<file path="src/verilog/pbc_cfg.svh">
/*
  Constants of the basic control/status register pair: register numbers,
  field positions, reset values, write mask and management frame field lengths less one.
  Assumes inclusion by bare name from the design file.
*/
`ifndef PBC_CFG_SVH
`define PBC_CFG_SVH

`define PBC_REG_CONTROL      5'h00
`define PBC_REG_STATUS       5'h01

`define PBC_BIT_SOFT_RESET   15
`define PBC_BIT_LOOPBACK     14
`define PBC_BIT_SPEED        13
`define PBC_BIT_AN_ENABLE    12
`define PBC_BIT_POWER_DOWN   11
`define PBC_BIT_ISOLATE      10
`define PBC_BIT_AN_RESTART   9
`define PBC_BIT_DUPLEX       8
`define PBC_BIT_COL_TEST     7
`define PBC_BIT_TX_DISABLE   0

`define PBC_CTRL_RESET       16'h0000
`define PBC_CTRL_WR_MASK     16'h7D81
`define PBC_STATUS_VALUE     16'h7849
`define PBC_UNMAPPED_VALUE   16'h0000

`define PBC_OP_WRITE         2'h1
`define PBC_OP_READ          2'h2
`define PBC_OP_BITS          4'h1
`define PBC_ADDR_BITS        4'h9
`define PBC_TURN_BITS        4'h1
`define PBC_DATA_BITS        4'hF

`endif

</file>
<file path="src/verilog/pbc_pkg.sv">
/*
  Types of the basic control/status register block.
  Assumes nothing of its surroundings.
*/
package pbc_pkg;

  typedef enum logic [5:0] {
    PBC_IDLE   = 6'h01,
    PBC_START  = 6'h02,
    PBC_OPCODE = 6'h04,
    PBC_ADDR   = 6'h08,
    PBC_TURN   = 6'h10,
    PBC_DATA   = 6'h20
  } pbc_state_e;

endpackage : pbc_pkg

</file>
<file path="src/verilog/pbc_regs.sv">
/*
  Basic control and basic status registers of a 10/100 PHY, reached over
  the MDC/MDIO management pins, with the control fields driven out.
  Assumes MDC and MDIO are synchronous to I_CLOCK and MDC is well below
  half its rate; straps are steady around reset release.
*/
`timescale 1ns/10ps
`default_nettype none
`include "pbc_cfg.svh"

module pbc_regs
  import pbc_pkg::*;
(
  input  wire logic       I_CLOCK,
  input  wire logic       I_RST_N,
  input  wire logic       I_MDC,
  input  wire logic       I_MDIO_IN,
  output var  logic       O_MDIO_OUT,
  output var  logic       O_MDIO_OE_N,
  input  wire logic [4:0] I_PHY_ADDR,
  input  wire logic       I_SPEED_STRAP,
  input  wire logic       I_AUTONEG_DEFAULT_STRAP,
  input  wire logic       I_ISOLATE_STRAP,
  input  wire logic       I_DUPLEX_STRAP,
  input  wire logic       I_AN_SPEED_100,
  input  wire logic       I_AN_FULL_DUPLEX,
  output var  logic       O_SOFT_RESET,
  output var  logic       O_AN_RESTART,
  output var  logic       O_AN_ENABLE,
  output var  logic       O_SPEED_100,
  output var  logic       O_FULL_DUPLEX,
  output var  logic       O_LOOPBACK,
  output var  logic       O_POWER_DOWN,
  output var  logic       O_ISOLATE,
  output var  logic       O_TX_DISABLE,
  output var  logic       O_COL_TEST
);

  // control word built from strap levels
  function automatic logic [15:0] strap_word(input logic spd, input logic an,
                                             input logic iso, input logic dpx);
    logic [15:0] w;
    w = `PBC_CTRL_RESET;
    w[`PBC_BIT_SPEED]     = spd;
    w[`PBC_BIT_AN_ENABLE] = an;
    w[`PBC_BIT_ISOLATE]   = iso;
    w[`PBC_BIT_DUPLEX]    = dpx;
    return w;
  endfunction : strap_word

  logic [15:0] ctrl_r;
  logic [15:0] ctrl_nxt;
  logic [15:0] strap_ctrl_r;
  logic        strap_done_r;
  logic        soft_reset_r;
  logic        an_restart_r;
  logic        mdc_d_r;
  logic        last_bit_r;
  pbc_state_e  state_r;
  pbc_state_e  state_nxt;
  logic [3:0]  cnt_r;
  logic [3:0]  cnt_nxt;
  logic [15:0] shift_r;
  logic [15:0] shift_nxt;
  logic [4:0]  reg_r;
  logic [4:0]  reg_nxt;
  logic [15:0] rd_shift_r;
  logic [15:0] rd_shift_nxt;
  logic        is_read_r;
  logic        is_read_nxt;
  logic        mdio_out_r;
  logic        mdio_out_nxt;
  logic        mdio_drive_r;
  logic        mdio_drive_nxt;
  logic        wr_commit;

  wire         mdc_rise   = I_MDC & ~mdc_d_r;
  wire [15:0]  wr_word    = {shift_r[14:0], I_MDIO_IN};
  wire [4:0]   frame_phy  = shift_r[8:4];
  wire [4:0]   frame_reg  = {shift_r[3:0], I_MDIO_IN};
  wire [1:0]   frame_op   = shift_r[10:9];
  wire         addr_hit   = (frame_phy == I_PHY_ADDR);
  // register number held apart, since write data shifts through shift_r
  wire         sel_ctrl   = (reg_r == `PBC_REG_CONTROL);
  wire         sel_status = (reg_r == `PBC_REG_STATUS);
  wire [15:0]  ctrl_view  = ctrl_r & `PBC_CTRL_WR_MASK;
  wire [15:0]  rd_word    = sel_ctrl   ? ctrl_view :
                            sel_status ? `PBC_STATUS_VALUE :
                                         `PBC_UNMAPPED_VALUE;
  wire         ctrl_wr    = wr_commit & sel_ctrl;
  wire         wr_reset   = ctrl_wr & wr_word[`PBC_BIT_SOFT_RESET];
  wire         wr_restart = ctrl_wr & wr_word[`PBC_BIT_AN_RESTART];
  wire         an_on      = ctrl_r[`PBC_BIT_AN_ENABLE];

  // management frame decoder, stepped once per MDC rising edge
  always_comb begin
    state_nxt      = state_r;
    cnt_nxt        = cnt_r;
    shift_nxt      = shift_r;
    reg_nxt        = reg_r;
    rd_shift_nxt   = rd_shift_r;
    is_read_nxt    = is_read_r;
    mdio_out_nxt   = mdio_out_r;
    mdio_drive_nxt = mdio_drive_r;
    wr_commit      = 1'b0;
    if (mdc_rise) begin
      case (state_r)
        PBC_IDLE: begin
          if (!I_MDIO_IN && last_bit_r) begin
            state_nxt = PBC_START;
          end
        end
        PBC_START: begin
          state_nxt = I_MDIO_IN ? PBC_OPCODE : PBC_IDLE;
          cnt_nxt   = 4'h0;
        end
        PBC_OPCODE: begin
          shift_nxt = {shift_r[14:0], I_MDIO_IN};
          cnt_nxt   = cnt_r + 4'h1;
          if (cnt_r == `PBC_OP_BITS) begin
            state_nxt = PBC_ADDR;
            cnt_nxt   = 4'h0;
          end
        end
        PBC_ADDR: begin
          shift_nxt = {shift_r[14:0], I_MDIO_IN};
          cnt_nxt   = cnt_r + 4'h1;
          if (cnt_r == `PBC_ADDR_BITS) begin
            cnt_nxt     = 4'h0;
            is_read_nxt = (frame_op == `PBC_OP_READ);
            if (addr_hit && (frame_op == `PBC_OP_READ || frame_op == `PBC_OP_WRITE)) begin
              state_nxt = PBC_TURN;
              shift_nxt = {11'h000, frame_reg};
              reg_nxt   = frame_reg;
            end else begin
              state_nxt = PBC_IDLE;
            end
          end
        end
        PBC_TURN: begin
          cnt_nxt = cnt_r + 4'h1;
          if (is_read_r && cnt_r == 4'h0) begin
            mdio_drive_nxt = 1'b1;
            mdio_out_nxt   = 1'b0;
          end
          if (cnt_r == `PBC_TURN_BITS) begin
            state_nxt = PBC_DATA;
            cnt_nxt   = 4'h0;
            if (is_read_r) begin
              mdio_out_nxt = rd_word[15];
              rd_shift_nxt = {rd_word[14:0], 1'b0};
            end
          end
        end
        PBC_DATA: begin
          cnt_nxt = cnt_r + 4'h1;
          if (is_read_r) begin
            mdio_out_nxt = rd_shift_r[15];
            rd_shift_nxt = {rd_shift_r[14:0], 1'b0};
          end else begin
            shift_nxt = {shift_r[14:0], I_MDIO_IN};
          end
          if (cnt_r == `PBC_DATA_BITS) begin
            state_nxt      = PBC_IDLE;
            mdio_drive_nxt = 1'b0;
            mdio_out_nxt   = 1'b0;
            wr_commit      = ~is_read_r;
          end
        end
        default: begin
          state_nxt      = PBC_IDLE;
          mdio_drive_nxt = 1'b0;
        end
      endcase
    end
  end

  // control register next value
  always_comb begin
    ctrl_nxt = ctrl_r;
    if (!strap_done_r) begin
      ctrl_nxt = strap_word(I_SPEED_STRAP, I_AUTONEG_DEFAULT_STRAP, I_ISOLATE_STRAP, I_DUPLEX_STRAP);
    end else if (wr_reset) begin
      ctrl_nxt = strap_ctrl_r;
    end else if (ctrl_wr) begin
      ctrl_nxt = wr_word & `PBC_CTRL_WR_MASK;
    end
  end

  always_ff @(posedge I_CLOCK or negedge I_RST_N) begin
    if (!I_RST_N) begin
      state_r      <= PBC_IDLE;
      cnt_r        <= 4'h0;
      shift_r      <= 16'h0000;
      reg_r        <= 5'h00;
      rd_shift_r   <= 16'h0000;
      is_read_r    <= 1'b0;
      mdio_out_r   <= 1'b0;
      mdio_drive_r <= 1'b0;
      mdc_d_r      <= 1'b0;
      last_bit_r   <= 1'b0;
    end else begin
      state_r      <= state_nxt;
      cnt_r        <= cnt_nxt;
      shift_r      <= shift_nxt;
      reg_r        <= reg_nxt;
      rd_shift_r   <= rd_shift_nxt;
      is_read_r    <= is_read_nxt;
      mdio_out_r   <= mdio_out_nxt;
      mdio_drive_r <= mdio_drive_nxt;
      mdc_d_r      <= I_MDC;
      last_bit_r   <= mdc_rise ? I_MDIO_IN : last_bit_r;
    end
  end

  // straps caught on the first edge after reset release
  always_ff @(posedge I_CLOCK or negedge I_RST_N) begin
    if (!I_RST_N) begin
      strap_done_r <= 1'b0;
      strap_ctrl_r <= `PBC_CTRL_RESET;
    end else if (!strap_done_r) begin
      strap_done_r <= 1'b1;
      strap_ctrl_r <= ctrl_nxt;
    end
  end

  always_ff @(posedge I_CLOCK or negedge I_RST_N) begin
    if (!I_RST_N) begin
      ctrl_r       <= `PBC_CTRL_RESET;
      soft_reset_r <= 1'b0;
      an_restart_r <= 1'b0;
    end else begin
      ctrl_r       <= ctrl_nxt;
      soft_reset_r <= wr_reset;
      an_restart_r <= wr_restart & ~wr_reset;
    end
  end

  assign O_MDIO_OUT    = mdio_out_r;
  assign O_MDIO_OE_N   = ~mdio_drive_r;
  assign O_SOFT_RESET  = soft_reset_r;
  assign O_AN_RESTART  = an_restart_r;
  assign O_AN_ENABLE   = an_on;
  // negotiated result wins while negotiation is on
  assign O_SPEED_100   = an_on ? I_AN_SPEED_100 : ctrl_r[`PBC_BIT_SPEED];
  assign O_FULL_DUPLEX = an_on ? I_AN_FULL_DUPLEX : ctrl_r[`PBC_BIT_DUPLEX];
  assign O_LOOPBACK    = ctrl_r[`PBC_BIT_LOOPBACK];
  assign O_POWER_DOWN  = ctrl_r[`PBC_BIT_POWER_DOWN];
  assign O_ISOLATE     = ctrl_r[`PBC_BIT_ISOLATE];
  // isolation also silences the twisted-pair transmitter
  assign O_TX_DISABLE  = ctrl_r[`PBC_BIT_TX_DISABLE] | ctrl_r[`PBC_BIT_ISOLATE];
  assign O_COL_TEST    = ctrl_r[`PBC_BIT_COL_TEST];

endmodule : pbc_regs
`default_nettype wire

</file>
<file path="config.mk">
export PLATFORM = sky130hd
export DESIGN_NAME = pbc_regs
export DESIGN_NICKNAME = d
export VERILOG_FILES = /design/src/verilog/pbc_pkg.sv /design/src/verilog/pbc_regs.sv
export VERILOG_INCLUDE_DIRS = /design/src /design/src/verilog
export SDC_FILE = /design/constraint.sdc
export NUM_CORES = 1
export LEC_CHECK = 0
export BUFFER_PORTS_ARGS = -buffer_cell sky130_fd_sc_hd__buf_2
export CAP_MARGIN = 40
export CORE_UTILIZATION = 35
export DETAILED_ROUTE_END_ITERATION = 10
export PLACE_DENSITY = 0.53
export SYNTH_ARGS = -nofsm -noshare
export SYNTH_HDL_FRONTEND = slang
export SYNTH_SLANG_ARGS = --single-unit
</file>
<file path="constraint.sdc">
create_clock -name I_CLOCK -period 3.3 [get_ports I_CLOCK]
set_clock_uncertainty 0.1 [all_clocks]
set_input_delay 0.66 -clock I_CLOCK [delete_from_list [all_inputs] [get_ports I_CLOCK]]
set_output_delay 0.66 -clock I_CLOCK [all_outputs]
set_load 0.005 [all_outputs]
</file>
### After elaboration in Yosys (flattened, before gate mapping)

Index checks and enable logic that the tools add are counted.
W data, S select, Z words.

| word-level totals | value |
|---|---|
| flip-flop bits (word level) | 86 |
| bits of input ports | 15 |
| output and inout bits | 12 |
| word-level logic and storage cells | 108 |

| operators by class | value |
|---|---|
| $add $sub $neg | 1 |
| eq/ne operators | 23 |
| muxes and demuxes | 38 |
| bitwise logic cells | 11 |
| reduce and logical (&&, ||, !) cells | 20 |

Operators by type and width:

| cell | count |
|---|---|
| $mux W16 | 6 |
| $mux W15 | 5 |
| $pmux W15 S3 | 1 |
| $pmux W6 S6 | 1 |
| $pmux W16 S2 | 1 |
| $mux W6 | 5 |
| $ne A2 B2 Y1 const B | 9 |
| $pmux W4 S4 | 1 |
| $mux W1 | 12 |
| $reduce_and A3 Y1 | 3 |
| $eq A4 B4 Y1 const B | 2 |
| $mux W4 | 2 |
| $reduce_and A4 Y1 | 2 |
| $eq A6 B1 Y1 const B | 1 |
| $eq A6 B2 Y1 const B | 1 |
| $eq A6 B3 Y1 const B | 1 |
| $eq A6 B4 Y1 const B | 1 |
| $eq A6 B5 Y1 const B | 1 |
| $eq A6 B6 Y1 const B | 1 |
| $reduce_and A6 Y1 | 1 |
| $and A1 B1 Y1 | 5 |
| $eq A5 B1 Y1 const B | 1 |
| $eq A5 B5 Y1 | 1 |
| $logic_not A5 Y1 | 1 |
| other kinds (22) | 28 |

### Logic depth before layout (Yosys ltp)

| logic depth | value |
|---|---|
| depth after elaboration | 8 |
| gate-level depth with buffers | 8 |
| depth with buffers taken out | 7 |

### Worst setup path before layout

OpenSTA, ideal clock, no wires.

| path | value |
|---|---|
| path kind | reg2reg |
| from | register state_r[4] |
| to | register shift_r[10] |
| setup time | 0.121 ns |
| arrival | 1.830 ns |
| required time | 3.079 ns |
| path slack | 1.250 ns |
| cell stages (with the launch flop) | 8 |
| path buffers | 3 |
| clock period less this slack | 2.050 ns |
| path through | dfrtp_1 -> buf_6 -> or4_4 -> o21bai_1 -> a21o_1 -> buf_6 -> buf_8 -> a22o_1 |

| between the ends | value |
|---|---|
| longest elaborated chain between the ends | 3 |
| elaborated cells on any way between the ends | 7 |
| classes of those cells | eq/ne: 4; mux: 1; reduce/logical: 2 |

Ends and longest elaborated chain:

| item | RTL line | RTL |
|---|---|---|
| from (decl) | pbc_regs.sv:59 | `pbc_state_e state_r;` |
| from (signal assigned) | pbc_regs.sv:203 | `state_r <= state_nxt;` |
| $eq A6 B6 Y1 (tied with other cells) | pbc_regs.sv:107 | `case (state_r)` |
| $ne A2 B2 Y1 (no source line) / $reduce_bool A3 Y1 (equally long branches) | n/a |  |
| $reduce_and A3 Y1 (no source line) | n/a |  |
| to (signal assigned) | pbc_regs.sv:205 | `shift_r <= shift_nxt;` |
| to (decl) | pbc_regs.sv:63 | `logic [15:0] shift_r;` |

Several ways; a longest one is shown, not always the timed one.
A chain may end at the register's enable or synchronous reset.

### Worst setup path in the final report

| path | value |
|---|---|
| from | register state_r[1] |
| to | register shift_r[12] |

Same word-level chain as after synthesis.

==> results.json <==
{
  "fp.dieH_um": 101,
  "io_pins": 27,
  "fmax_mhz": 411,
  "finalSetupViolCount": 0,
  "synth_cell_type_count": 53,
  "clkPwrFrac_pct": 30.6,
  "peakVddDrop_mv": 0.162,
  "hold_ws_ns": 0.246,
  "clock_latency_ns": 0.35,
  "fp.dieW_um": 101,
  "die_area_um2": 10200,
  "synth_area_leader_cell": "dfrtp_1",
  "num_rows": 35,
  "status": "finished, final reports clean",
  "wl_mm": 7.24,
  "hold_viol_final": 0,
  "worstMarginPinSlew_ns": 0.675,
  "core_um2": 9330,
  "p_comb_share_pct": 18.3,
  "syn_area_per_cell_um2": 10.4,
  "synth_top_area_share_pct": 49.8,
  "relSlewSlack_pct": 55.0,
  "worstSetupPathType": "register to register",
  "cts.repair_timing.setup_buffer_count": 0,
  "final-max-slew-violation-count": 0,
  "ant_nets": 0,
  "place_hpwl_mm": 5.14,
  "dr.pass1.iters": 4,
  "postCtsHoldBufs": 0,
  "grt_max_degree": 31,
  "leakagePower_nw": 1.68,
  "gp_congestion": 0.810,
  "netlist_instances": 327,
  "drive_gt1_share_pct": 21.6,
  "crit_path_max_fanout": 16,
  "power_switching_share_pct": 30.7,
  "grt_pass1_vias": 2314,
  "worst-path-buf-inv": 0,
  "worstHoldPathType": "primary input to asynchronous set/reset pin",
  "p_int_mw": 1.38,
  "r2r_cells": 5,
  "nets": 371,
  "h-tree-depth": 3,
  "layout.cells.non_filler": 485,
  "cts_buffer_depth": 2,
  "drcViolationCount": 0,
  "antenna-diode-count": 0,
  "syn_to_final_growth_pct": 11.6,
  "setup_tns_ns": 0,
  "synth_seq_cells": 69,
  "r2r-start": "state_r[1]$_DFFE_PN0P_",
  "end_kind": "register",
  "synthTopCellsByCount": "dfrtp_1, nand2_1, o21ai_0, mux2_2, nor2_1",
  "async_reset_ff_share_pct": 100,
  "total_power_mw": 1.99,
  "cts_made_buffers": 9,
  "synthTopCellsByArea": "dfrtp_1, mux2_2, nand2_1",
  "syn-num-nets": 346,
  "cts_tree": "yes",
  "root_buffer": "clkbuf_8",
  "yosys_warnings": 0,
  "post-route-period-util_pct": 73.8,
  "cts.clk_slew.worst_paths_ns": 0.07,
  "cp.arrival_ns": 2.62,
  "wire_per_inst_um": 14.9,
  "vias": 2394,
  "portBuffers": 26,
  "crit_chain": "nor3_1, nand3b_1, a21o_1, nor2_4, a22o_1",
  "grt_pass1_wl_mm": 12.3,
  "crit_required_ns": 3.48,
  "place_inst": 470,
  "period_needed_ns": 2.44,
  "slowest_delay_ns": 0.52,
  "gr-total-overflow": 0,
  "ctsResizeCount": 0,
  "antenna_found_initial": 0,
  "ys_seq_area_share_pct": 50.6,
  "path_delay_family": "simple AND/OR/NAND/NOR gates",
  "seqPwrFrac_pct": 51.1,
  "synth_most_common_cell": "dfrtp_1",
  "syn-cell-area_um2": 3420,
  "initial_core_util_pct": 36.6,
  "post-route-util_pct": 40.9,
  "reg2reg_slack_ns": 0.86,
  "rsz0062_at_grt": "false",
  "drv_cap": 0,
  "cts_sinks": 69,
  "via_per_inst": 4.94,
  "startpoint_type": "register",
  "powerDensity_nw_per_um2": 521,
  "rr_endpoint": "shift_r[12]$_DFFE_PN0P_",
  "synthFlopType": "dfrtp_1",
  "cpMaxStageDelayCell": "dfrtp_1",
  "drt_iter0_drc": 103,
  "p_sw_mw": 0.611,
  "gr-usage-all-layers_pct": 16.1,
  "synth_edf_count": 0
}
worst max path at each step:
stage,slack [ns],cells after the start,from,end
after floorplan,1.25,7,state_r[4]$_DFFE_PN0P_,shift_r[10]$_DFFE_PN0P_
after global placement,0.89,5,I_MDC,state_r[3]$_DFFE_PN0P_
after detailed placement,0.89,5,I_MDC,state_r[3]$_DFFE_PN0P_
after CTS,0.89,5,state_r[1]$_DFFE_PN0P_,shift_r[12]$_DFFE_PN0P_
after global routing,0.65,5,state_r[4]$_DFFE_PN0P_,shift_r[11]$_DFFE_PN0P_
final,0.86,5,state_r[1]$_DFFE_PN0P_,shift_r[12]$_DFFE_PN0P_
power by group through the flow:
stage | clock, mW | sequential [mW] | combinational, mW
final | 0.609 | 1.02 | 0.363
after global routing | 0.675 | 1.03 | 0.411
after CTS | 0.631 | 1.01 | 0.366
after detailed placement | 0 | 1.03 | 0.364
after global placement | 0 | 1.03 | 0.362
after floorplan | 0 | 0.970 | 0.323
area by class of cell:
cell class / count / area [µm²]
clock buffer: 12 / 145
clock inverter: 3 / 22.5
fill: 945 / 5510
inverter: 10 / 37.5
multi-input combinational: 232 / 1560
sequential: 69 / 1730
tap: 129 / 161
timing repair buffer: 30 / 160
placed cells by master (no fill, tap or decap), drive strengths merged, types with 9 or more instances in the layout:
cell type	n
dfrtp	68
nor2	16
mux2i	9
buf	30
clkbuf	12
o21ai	33
a22o	10
nand2	48
mux2	20
inv	10
per-layer routing:
layer	routed length [µm]	GRT usage [%]	vias up	share of wire (%)
met1	3640	22.9	1148	50
met5	0	0	-	0
li1	-	-	1201	-
met4	75	6.35	0	1.0
met3	234	4.23	7	3.2
met2	3290	23.4	38	45
sequential cells by signal (all words and copies together), names as in the netlist:
signal,flops
rd_shift_r,15
mdio_drive_r,1
O_MDIO_OUT,1
ctrl_r,8
mdc_d_r,1
state_r,6
O_SOFT_RESET,1
reg_r,5
shift_r,15
O_AN_RESTART,1
strap_ctrl_r,8
strap_done_r,1
is_read_r,1
cnt_r,4
last_bit_r,1
metrics by stage:
step / worst slack, ns / area (µm²)
2_1_floorplan: 1.25 / 3420
5_1_grt: 0.646 / 3810
3_5_place_dp: 0.893 / 3650
4_1_cts: 0.889 / 3810
3_3_place_gp: 0.892 / 3650
6_report: 0.865 / 3810
cells by family after synthesis:
logic type	share of synthesized area, %
AND/OR/NAND/NOR	17.8
AO/OA/AOI/OAI	15.5
flip-flops	50.6
multiplexers	9.23
buffers and inverters	3.77
XOR/XNOR	1.54
adder cells (fa/ha/maj)	1.46
other	0.110
No activity file was read; power rests on OpenSTA's default activity.
